--- src/common/modem_hs_pkg.sv ---
// shared constants and handshake-line types for the modem handshake block
// ==========================================================================
// How it works
// - Receive takes data only while carrier detect is on, from its rise.
// - Transmit data goes out only while all four handshake lines are on.
// - A dropped request stays off until clear-to-send has been seen off.
// - Equipment ready is on while the block can send and receive, else off.
// - Request-to-send is on while data waits to be sent and equipment ready is on, else off.
package modem_hs_pkg;
  // ========================================================================
  // line levels
  localparam logic LINE_MARK = 1'b1;
  localparam logic LINE_SPACE = 1'b0;
  // ========================================================================
  // widths and timing
  localparam int DATA_W = 8;
  localparam int SYNC_STAGES = 3;
  localparam int BUF_DEPTH = 2;
  localparam int CLK_HZ = 20000000;
  localparam int BAUD_DEFAULT = 9600;
  localparam int BIT_CYCLES = CLK_HZ / BAUD_DEFAULT;
  localparam int STOP_BITS = 1;
  localparam int BIT_CNT_W = 16;
  localparam int IDX_W = 4;

  typedef struct packed {
    logic carrier;
    logic clearSend;
    logic remoteReady;
  } hs_in_t;

  typedef struct packed {
    logic requestSend;
    logic equipmentReady;
  } hs_out_t;
endpackage : modem_hs_pkg

--- src/core/two_entry_buffer.sv ---
// two-entry valid/ready buffer for transmit words
`timescale 1ns/10ps
module two_entry_buffer
  import modem_hs_pkg::*;
#(
  parameter int WIDTH = DATA_W
) (
  input wire logic clk,
  input wire logic sys_rst,
  input wire logic clkEn,
  input wire logic inValid,
  output logic inReady,
  input wire logic [WIDTH-1:0] inData,
  output logic outValid,
  input wire logic outReady,
  output logic [WIDTH-1:0] outData
);
  logic [WIDTH-1:0] slot0_reg;
  logic [WIDTH-1:0] slot1_reg;
  logic [1:0] count_reg;
  wire pushW = inValid && inReady && clkEn;
  wire popW = outValid && outReady && clkEn;

  assign inReady = (count_reg != 2'h2);
  assign outValid = (count_reg != 2'h0);
  assign outData = slot0_reg;

  always_ff @(posedge clk) begin
    if (sys_rst) begin
      count_reg <= 2'h0;
      slot0_reg <= '0;
      slot1_reg <= '0;
    end else begin
      // head moves forward on pop; push fills next free slot
      if (popW) begin
        slot0_reg <= slot1_reg;
      end
      if (pushW) begin
        if (count_reg == 2'h0 || (count_reg == 2'h1 && popW)) begin
          slot0_reg <= inData;
        end else begin
          slot1_reg <= inData;
        end
      end
      count_reg <= count_reg + {1'b0, pushW} - {1'b0, popW};
    end
  end
endmodule : two_entry_buffer

--- src/core/serial_modem_handshake.sv ---
// modem-control handshake with simple async transmitter and receiver
`timescale 1ns/10ps
module serial_modem_handshake
  import modem_hs_pkg::*;
#(
  parameter int BIT_CYC = BIT_CYCLES
) (
  input wire logic clk,
  input wire logic sys_rst,
  input wire logic clkEn,
  input wire logic moduleReady,
  input wire logic txValid,
  output logic txReady,
  input wire logic [DATA_W-1:0] txData,
  output logic rxValid,
  output logic [DATA_W-1:0] rxData,
  output logic tx_line,
  input wire logic rxLine,
  input wire logic carrier_detect_in,
  input wire logic clearSendIn,
  input wire logic remote_ready_in,
  output logic request_send_out,
  output logic equipment_ready_out,
  output logic txActive,
  output logic rxActive
);
  // ========================================================================
  // pin synchronisers: three stages, change taken when 2nd and 3rd agree
  localparam int NIN = 4;
  logic [NIN-1:0] s1_reg, s2_reg, s3_reg, filt_reg;
  wire [NIN-1:0] pinsW = {rxLine, carrier_detect_in, clearSendIn,
    remote_ready_in};
  always_ff @(posedge clk) begin
    if (sys_rst) begin
      s1_reg <= '1;
      s2_reg <= '1;
      s3_reg <= '1;
      filt_reg <= '1;
    end else if (clkEn) begin
      s1_reg <= pinsW;
      s2_reg <= s1_reg;
      s3_reg <= s2_reg;
      for (int i = 0; i < NIN; i++) begin
        if (s2_reg[i] == s3_reg[i]) begin
          filt_reg[i] <= s3_reg[i];
        end
      end
    end
  end
  // space (zero) means on
  hs_in_t hsIn;
  assign hsIn.carrier = (filt_reg[2] == LINE_SPACE);
  assign hsIn.clearSend = (filt_reg[1] == LINE_SPACE);
  assign hsIn.remoteReady = (filt_reg[0] == LINE_SPACE);
  wire rxBitW = filt_reg[3];

  // ========================================================================
  // transmit buffer
  logic bufValid;
  logic bufReady;
  logic [DATA_W-1:0] bufData;
  two_entry_buffer #(.WIDTH(DATA_W)) txBuf (
    .clk(clk),
    .sys_rst(sys_rst),
    .clkEn(clkEn),
    .inValid(txValid),
    .inReady(txReady),
    .inData(txData),
    .outValid(bufValid),
    .outReady(bufReady),
    .outData(bufData)
  );

  // ========================================================================
  // handshake outputs
  hs_out_t hs_reg;
  logic waitClear_reg;
  typedef enum logic [1:0] {TX_IDLE, TX_SHIFT} tx_state_t;
  tx_state_t txState_reg;
  wire pendingW = bufValid || (txState_reg == TX_SHIFT);
  wire rsWantW = pendingW && hs_reg.equipmentReady;
  // a dropped request may not return before clear-to-send was seen off
  wire rsAllowW = !waitClear_reg || !hsIn.clearSend;
  wire allOnW = hs_reg.requestSend && hs_reg.equipmentReady
    && hsIn.clearSend && hsIn.remoteReady;

  always_ff @(posedge clk) begin
    if (sys_rst) begin
      hs_reg <= '0;
      waitClear_reg <= 1'b0;
    end else if (clkEn) begin
      // ready follows moduleReady a cycle late, with no hold-off
      hs_reg.equipmentReady <= moduleReady;
      if (hs_reg.requestSend && !rsWantW) begin
        hs_reg.requestSend <= 1'b0;
        waitClear_reg <= 1'b1;
      end else if (!hs_reg.requestSend) begin
        if (!hsIn.clearSend) begin
          waitClear_reg <= 1'b0;
        end
        hs_reg.requestSend <= rsWantW && rsAllowW;
      end
    end
  end
  assign request_send_out = hs_reg.requestSend ? LINE_SPACE : LINE_MARK;
  assign equipment_ready_out =
    hs_reg.equipmentReady ? LINE_SPACE : LINE_MARK;

  // ========================================================================
  // transmitter: frame starts only with all four lines on
  logic [BIT_CNT_W-1:0] txCnt_reg;
  logic [IDX_W-1:0] txIdx_reg;
  logic [DATA_W+1:0] txShift_reg;
  logic txLine_reg;
  wire txTickW = (txCnt_reg == BIT_CNT_W'(BIT_CYC - 1));
  wire txLastW = (txIdx_reg == IDX_W'(DATA_W + 1 + STOP_BITS - 1));
  assign bufReady = (txState_reg == TX_IDLE) && allOnW;
  always_ff @(posedge clk) begin
    if (sys_rst) begin
      txState_reg <= TX_IDLE;
      txCnt_reg <= '0;
      txIdx_reg <= '0;
      txShift_reg <= '1;
      txLine_reg <= LINE_MARK;
    end else if (clkEn) begin
      case (txState_reg)
        TX_IDLE: begin
          txLine_reg <= LINE_MARK;
          if (bufValid && bufReady) begin
            txShift_reg <= {LINE_MARK, bufData, LINE_SPACE};
            txCnt_reg <= '0;
            txIdx_reg <= '0;
            txState_reg <= TX_SHIFT;
          end
        end
        TX_SHIFT: begin
          // a line dropping cuts the frame; the word is lost, not resent
          if (!allOnW) begin
            txLine_reg <= LINE_MARK;
            txState_reg <= TX_IDLE;
          end else begin
            txLine_reg <= txShift_reg[0];
            txCnt_reg <= txTickW ? '0 : txCnt_reg + 1'b1;
            if (txTickW) begin
              txShift_reg <= {LINE_MARK, txShift_reg[DATA_W+1:1]};
              txIdx_reg <= txIdx_reg + 1'b1;
              if (txLastW) begin
                txState_reg <= TX_IDLE;
              end
            end
          end
        end
        default: txState_reg <= TX_IDLE;
      endcase
    end
  end
  assign tx_line = txLine_reg;
  assign txActive = (txState_reg == TX_SHIFT);

  // ========================================================================
  // receiver: gated on carrier, mark seen as idle
  typedef enum logic [1:0] {RX_IDLE, RX_START, RX_DATA} rx_state_t;
  rx_state_t rxState_reg;
  logic [BIT_CNT_W-1:0] rxCnt_reg;
  logic [IDX_W-1:0] rxIdx_reg;
  logic [DATA_W-1:0] rxShift_reg;
  logic rxValid_reg;
  logic [DATA_W-1:0] rxData_reg;
  wire rxTickW = (rxCnt_reg == BIT_CNT_W'(BIT_CYC - 1));
  wire rxHalfW = (rxCnt_reg == BIT_CNT_W'(BIT_CYC / 2 - 1));
  always_ff @(posedge clk) begin
    if (sys_rst) begin
      rxState_reg <= RX_IDLE;
      rxCnt_reg <= '0;
      rxIdx_reg <= '0;
      rxShift_reg <= '0;
      rxValid_reg <= 1'b0;
      rxData_reg <= '0;
    end else if (clkEn) begin
      rxValid_reg <= 1'b0;
      if (!hsIn.carrier) begin
        // carrier loss abandons any partial word
        rxState_reg <= RX_IDLE;
      end else begin
        case (rxState_reg)
          RX_IDLE: begin
            rxCnt_reg <= '0;
            if (rxBitW == LINE_SPACE) begin
              rxState_reg <= RX_START;
            end
          end
          RX_START: begin
            // recheck at half bit so a short dip is not taken as a start
            rxCnt_reg <= rxCnt_reg + 1'b1;
            if (rxHalfW) begin
              rxCnt_reg <= '0;
              rxIdx_reg <= '0;
              rxState_reg <= (rxBitW == LINE_SPACE) ? RX_DATA : RX_IDLE;
            end
          end
          RX_DATA: begin
            rxCnt_reg <= rxTickW ? '0 : rxCnt_reg + 1'b1;
            if (rxTickW) begin
              rxIdx_reg <= rxIdx_reg + 1'b1;
              if (rxIdx_reg == IDX_W'(DATA_W)) begin
                // stop bit must be mark, else word dropped
                if (rxBitW == LINE_MARK) begin
                  rxData_reg <= rxShift_reg;
                  rxValid_reg <= 1'b1;
                end
                rxState_reg <= RX_IDLE;
              end else begin
                rxShift_reg <= {rxBitW, rxShift_reg[DATA_W-1:1]};
              end
            end
          end
          default: rxState_reg <= RX_IDLE;
        endcase
      end
    end
  end
  assign rxValid = rxValid_reg;
  assign rxData = rxData_reg;
  assign rxActive = (rxState_reg != RX_IDLE);
endmodule : serial_modem_handshake

--- config.mk ---
export PLATFORM = sky130hd
export DESIGN_NAME = serial_modem_handshake
export DESIGN_NICKNAME = d
export VERILOG_FILES = /design/src/common/modem_hs_pkg.sv /design/src/core/two_entry_buffer.sv /design/src/core/serial_modem_handshake.sv
export SDC_FILE = /design/constraint.sdc
export NUM_CORES = 1
export LEC_CHECK = 0
export BUFFER_PORTS_ARGS = -buffer_cell sky130_fd_sc_hd__buf_2
export CELL_PAD_IN_SITES_DETAIL_PLACEMENT = 1
export CELL_PAD_IN_SITES_GLOBAL_PLACEMENT = 2
export CORE_MARGIN = 2
export CORE_UTILIZATION = 34
export CTS_CLUSTER_DIAMETER = 200
export DETAILED_ROUTE_END_ITERATION = 10
export HOLD_SLACK_MARGIN = 0.06
export PLACE_DENSITY = 0.74
export SLEW_MARGIN = 25
export SYNTH_ARGS = -nofsm -noshare
export SYNTH_HDL_FRONTEND = slang
export SYNTH_SLANG_ARGS = --single-unit
--- constraint.sdc ---
create_clock -name clk -period 1.9 [get_ports clk]
set_input_delay 0.19 -clock clk [delete_from_list [all_inputs] [get_ports clk]]
set_output_delay 0.19 -clock clk [all_outputs]
set_load 0.01 [all_outputs]
**Yosys cells after proc, flatten, opt, wreduce, memory -nomap -nowiden**

Index checks and enable logic that the tools add are counted.

- Add/sub/neg operators: 6
- Bitwise logic cells: 5
- Reductions and logical operators: 41
- Mux-type cells: 47
- Eq/ne operators: 26

Operators with widths:

| kind | number |
|---|---|
| 16-bit 2-to-1 mux | 5 |
| 16-bit case mux with 3 select lines | 1 |
| 16-bit by 1-bit adder with 16-bit output (second input constant) | 2 |
| 16-bit by 12-bit equality test with 1-bit output (second input constant) | 2 |
| 16-bit case mux with 2 select lines | 1 |
| 10-bit 2-to-1 mux | 3 |
| 8-bit 2-to-1 mux | 3 |
| 2-bit 2-to-1 mux | 10 |
| 4-bit 2-to-1 mux | 5 |
| 10-bit case mux with 2 select lines | 1 |
| 5-bit AND reduction | 4 |
| 16-bit by 11-bit equality test with 1-bit output (second input constant) | 1 |
| 4-bit case mux with 2 select lines | 2 |
| 1-bit 2-to-1 mux | 13 |
| 1-bit logical AND | 12 |
| 3-bit inequality test (second input constant) | 4 |
| 2-bit AND reduction | 6 |
| 2-bit nonzero test | 5 |
| 4-bit by 1-bit adder with 4-bit output (second input constant) | 2 |
| 4-bit equality test (second input constant) | 2 |
| 2-bit by 1-bit inequality test with 1-bit output (second input constant) | 4 |
| 4-bit AND reduction | 2 |
| 2-bit by 1-bit equality test with 1-bit output (second input constant) | 3 |
| 2-bit logical NOT | 3 |
| 15 further kinds | 29 |

- Output and inout port bits: 15
- Register bits after elaboration: 109

**Depth between registers and ports, before layout**

- Word-level depth: 10
- Depth in mapped cells: 11
- Gate-level depth less buffers: 9

**Modules after synthesis**

A second synthesis with hierarchy kept.

- Cells, all modules: 580
- Area total of the unflattened synthesis: 5129.9 um^2

By module, submodules not included:

| module | instances | area each (um^2) | cells an instance | sequential area each (um^2) |
|---|---|---|---|---|
| serial_modem_handshake | 1 | 4166.5 | 471 | 1781.7 |
| two_entry_buffer | 1 | 963.4 | 109 | 360.3 |

**Least setup slack after synthesis**

OpenSTA, ideal clock, no wires.

- Path type: register to register
- Start point: reg txState_reg[0]
- End point: reg txBuf.count_reg[1]
- Setup time: 0.128 ns
- Arrival time: 2.033 ns
- Slack: -0.260 ns
- Stages on the path, launching flop included: 12
- Clock period less this slack: 2.160 ns
- Required time: 1.772 ns
- Cells stage by stage: dfxtp_1 -> clkbuf_1 -> inv_2 -> o2111ai_1 -> buf_4 -> inv_2 -> ha_1 -> inv_1 -> ha_1 -> xor2_1 -> xnor2_1 -> nor2_1

- Cells in the longest elaborated chain, start to end: 5

RTL lines:

| what | RTL line | text |
|---|---|---|
| start, declared | serial_modem_handshake.sv:79 | `tx_state_t txState_reg;` |
| start signal, assigned | serial_modem_handshake.sv:120 | `txState_reg <= TX_IDLE;` |
| start signal, assigned | serial_modem_handshake.sv:133 | `txState_reg <= TX_SHIFT;` |
| start signal, assigned | serial_modem_handshake.sv:140 | `txState_reg <= TX_IDLE;` |
| 2-bit logical NOT | serial_modem_handshake.sv:117 | `assign bufReady = (txState_reg == TX_IDLE) && allOnW;` |
| 1-bit logical AND | serial_modem_handshake.sv:117 |  |
| 1-bit logical AND (2 in a row) | two_entry_buffer.sv:22 | `wire popW = outValid && outReady && clkEn;` |
| 2-bit by 1-bit subtractor with 2-bit output | two_entry_buffer.sv:45 | `count_reg <= count_reg + {1'b0, pushW} - {1'b0, popW};` |
| end signal, assigned | two_entry_buffer.sv:45 |  |
| end, declared | two_entry_buffer.sv:20 | `logic [1:0] count_reg;` |

No other way between the ends.
A chain may end at the register's enable or synchronous reset.

**Worst setup path in the final report**

- Start point: reg rxCnt_reg[0]
- End point: reg rxIdx_reg[1]

- Cells in the longest elaborated chain, start to end: 3
- Elaborated cells between the ends (all ways): 5
- Classes of those cells: 4 x eq/ne; 1 x reduce/logical

RTL lines:

| what | RTL line | text |
|---|---|---|
| start, declared | serial_modem_handshake.sv:164 | `logic [BIT_CNT_W-1:0] rxCnt_reg;` |
| start signal, assigned | serial_modem_handshake.sv:194 | `rxCnt_reg <= rxCnt_reg + 1'b1;` |
| start signal, assigned | serial_modem_handshake.sv:202 | `rxCnt_reg <= rxTickW ? '0 : rxCnt_reg + 1'b1;` |
| 16-bit by 11-bit equality test with 1-bit output / 16-bit by 12-bit equality test with 1-bit output (equally long branches) | serial_modem_handshake.sv:170, serial_modem_handshake.sv:169 |  |
| 2-bit inequality test (no line) | -- |  |
| 5-bit AND reduction (no line) * | -- |  |
| end signal, assigned | serial_modem_handshake.sv:204 | `rxIdx_reg <= rxIdx_reg + 1'b1;` |
| end, declared | serial_modem_handshake.sv:165 | `logic [IDX_W-1:0] rxIdx_reg;` |

Mark *: on every way between the ends. The rest lies on a longest branch, timed or not.

==> metrics <==
drt pass-1 iters 4; Final setup viols 0; Crit Path Class flip-flop to flip-flop; Area after DPL 5690 µm²; top cell type's share of synthesized area 42.8%; clock root buffer clkbuf_16; PwrDens 734 nW/µm²; Final ANT Viol Nets 0; number of port buffers 31; post-layout util 44.1%; cell area after layout 6380 µm²; starting density of the core 34.5%; max_slew headroom 55.4%; fmax 537 MHz; footprint of the multi-input gates 2870 µm²; Max Cap Viol 0; Worst Hold Launch moduleReady; Post-DP HPWL 8.84 mm; clk sinks 107; Worst Path Max Fanout 4; Tightest Pin Transition 0.669 ns; fin nets 659; row count 44; vias 4207; register area 2150 µm²; H-tree level count 3; CTS tree done; post-route minimum period 1.86 ns; syn avg cell area 9.08 µm²; Layout area overhead 27.5%; Netlist cell types 60; R2R Path Start rxCnt_reg[0]$_SDFFE_PP0P_; Warnings, synthesis 0; Critical Path Sink Type flip-flop; Die Y 125 µm; syn_nets 584; total die area 15700 µm²; I/O pins 32; Hold Path End hs_reg[0]$_SDFFE_PP0P_; Req. time, crit path 2.20 ns; Final Max Tran Viols 0; total wire length 12.7 mm; CP arrival 2.16 ns; outcome finished clean; FILL cells 1676; gpl congestion 0.814; synthesized cell area 5000 µm²; Mapped Cells 551; post-route setup TNS 0 ns; endpoints failing hold 0; pre-CTS setup slack -0.0870 ns; drt wl/cell 15.6 µm; most frequent cell after synthesis dfxtp_1; largest area contributor in the netlist dfxtp_1; Critical Path Source rxCnt_reg[0]$_SDFFE_PP0P_; # diodes 0; Worst Setup Start Kind flip-flop; vias per std cell 5.16; R2R cell count 8; Hold Path Stages 3; Commonest cells post-synth dfxtp_1, nor2_1, nand2_1; Primary FF master, synth dfxtp_1; DIE WIDTH 125 µm; RSZ-0062 raised after global routing yes; #FFs+latches synth 107; Seq/Total Area, Yosys 42.8%; vias in the first global route 4423; number of synthesized flops with an enable pin 0; worst skew pair latency 0.36 ns; reg2reg end rxIdx_reg[1]$_SDFFE_PP0P_; area of the core 14500 µm²; GR Util All Layers 16.8%; Worst Clk Skew 0.00820 ns; share of cells above drive strength 1 24.7%; first-pass GRT wire length 21.6 mm; CTS clock-pin slew for the worst setup and hold paths 0.08 ns; clk buf depth 2; initial antenna violation count 0; DRC 0; Worst VDD drop 0.000459 V; hold crit path type input port to flip-flop; largest net degree at the start of global routing 47; CTS buffer count 9; total grt overflow 0; final period utilization 98.0%; top cells by area, synth dfxtp_1, mux2i_1, nor2_1; Reg2Reg Setup Slack 0.04 ns; DRT iter0 DRCs 163; ys async rst share 0%; setup ws final 0.0386 ns; leakage 2.52 nW
-- layer usage --
metal | vias to the layer above | track usage, % | wire (µm)
li1 | 2093 | - | -
met5 | - | 0 | 0
met1 | 2055 | 21.1 | 5910
met4 | 0 | 5.36 | 223
met2 | 43 | 28.9 | 6300
met3 | 16 | 3.55 | 289
-- how the worst max path moves through the flow --
stage                                      endpoint  slack [ns]  cells after the start
after floorplan           txCnt_reg[6]$_SDFFE_PP0P_        0.01                      8
after global placement    txCnt_reg[8]$_SDFFE_PP0P_        0.01                      7
after detailed placement  rxIdx_reg[1]$_SDFFE_PP0P_       -0.09                      7
after CTS                 txCnt_reg[8]$_SDFFE_PP0P_        0.01                      7
after global routing      rxIdx_reg[1]$_SDFFE_PP0P_       -0.07                      8
final                     rxIdx_reg[1]$_SDFFE_PP0P_        0.04                      8
-- cell usage in the layout, fill, tap and decap left out, drive strengths merged, types with 5 or more instances in the layout --
master	count
a211o	12
a211oi	9
a21oi	29
a221oi	8
and3	9
buf	86
clkbuf	9
dfxtp	107
ha	16
inv	30
mux2i	35
nand2	40
nand2b	10
nand3	12
nand4	12
nor2	72
nor2b	13
nor3	11
nor4	5
o21ai	16
o21bai	5
or3	7
xnor2	11
xor2	12
-- cell families after synthesis --
kind of cell	synth area share, %
and+or+nand+nor	23.7
DFF	42.8
AOI/OAI and AO/OA	13.8
buffers and inverters	4.33
muxes	7.30
xor gates and xnor gates	4.03
adders and majority gates	4.00
-- worst max-delay path, stage by stage, from the launching register on --
cell and delay (ns):
dfxtp_2 0.34, inv_4 0.07, buf_4 0.11, ha_4 0.12, nor4bb_4 0.20, a41oi_2 0.23, nand2b_4 0.22, or3_4 0.38
a21oi_2 0.13
-- layout make-up --
cell class | instances | area share, %
Multi-Input combinational cell | 391 | 45.0
Sequential cell | 107 | 33.7
Timing Repair Buffer | 90 | 10.6
Tap cell | 184 | 3.61
Clock buffer | 9 | 3.53
Clock inverter | 7 | 1.82
Inverter | 27 | 1.71
-- power by group --
part           leakage (nW)  total [W]  switching (W)  internal (W)
combinational          1.48   0.000225       0.000126     0.0000989
sequential            0.870    0.00231      0.0000313       0.00228
clock                 0.167    0.00214       0.000949       0.00119
-- repair_timing --
item                       CTS  global route
hold buffers                 4             0
setup buffers                0             7
hold endpoints to repair     4             0
gates cloned                 0             1
pin swaps                    1            20
resized for setup            7            47
setup endpoints to repair   25            72
-- metrics by stage --
stage / hold WS [ns] / total power [W] / instances
after floorplan: 0.312 / 0.00249 / 551
final: 0.0722 / 0.00468 / 815
after global placement: 0.395 / 0.00257 / 787
after CTS: 0.0604 / 0.00474 / 807
after detailed placement: 0.406 / 0.00258 / 787
after global routing: 0.0872 / 0.00486 / 815
Note: power is estimated with default switching activity, not from simulation.
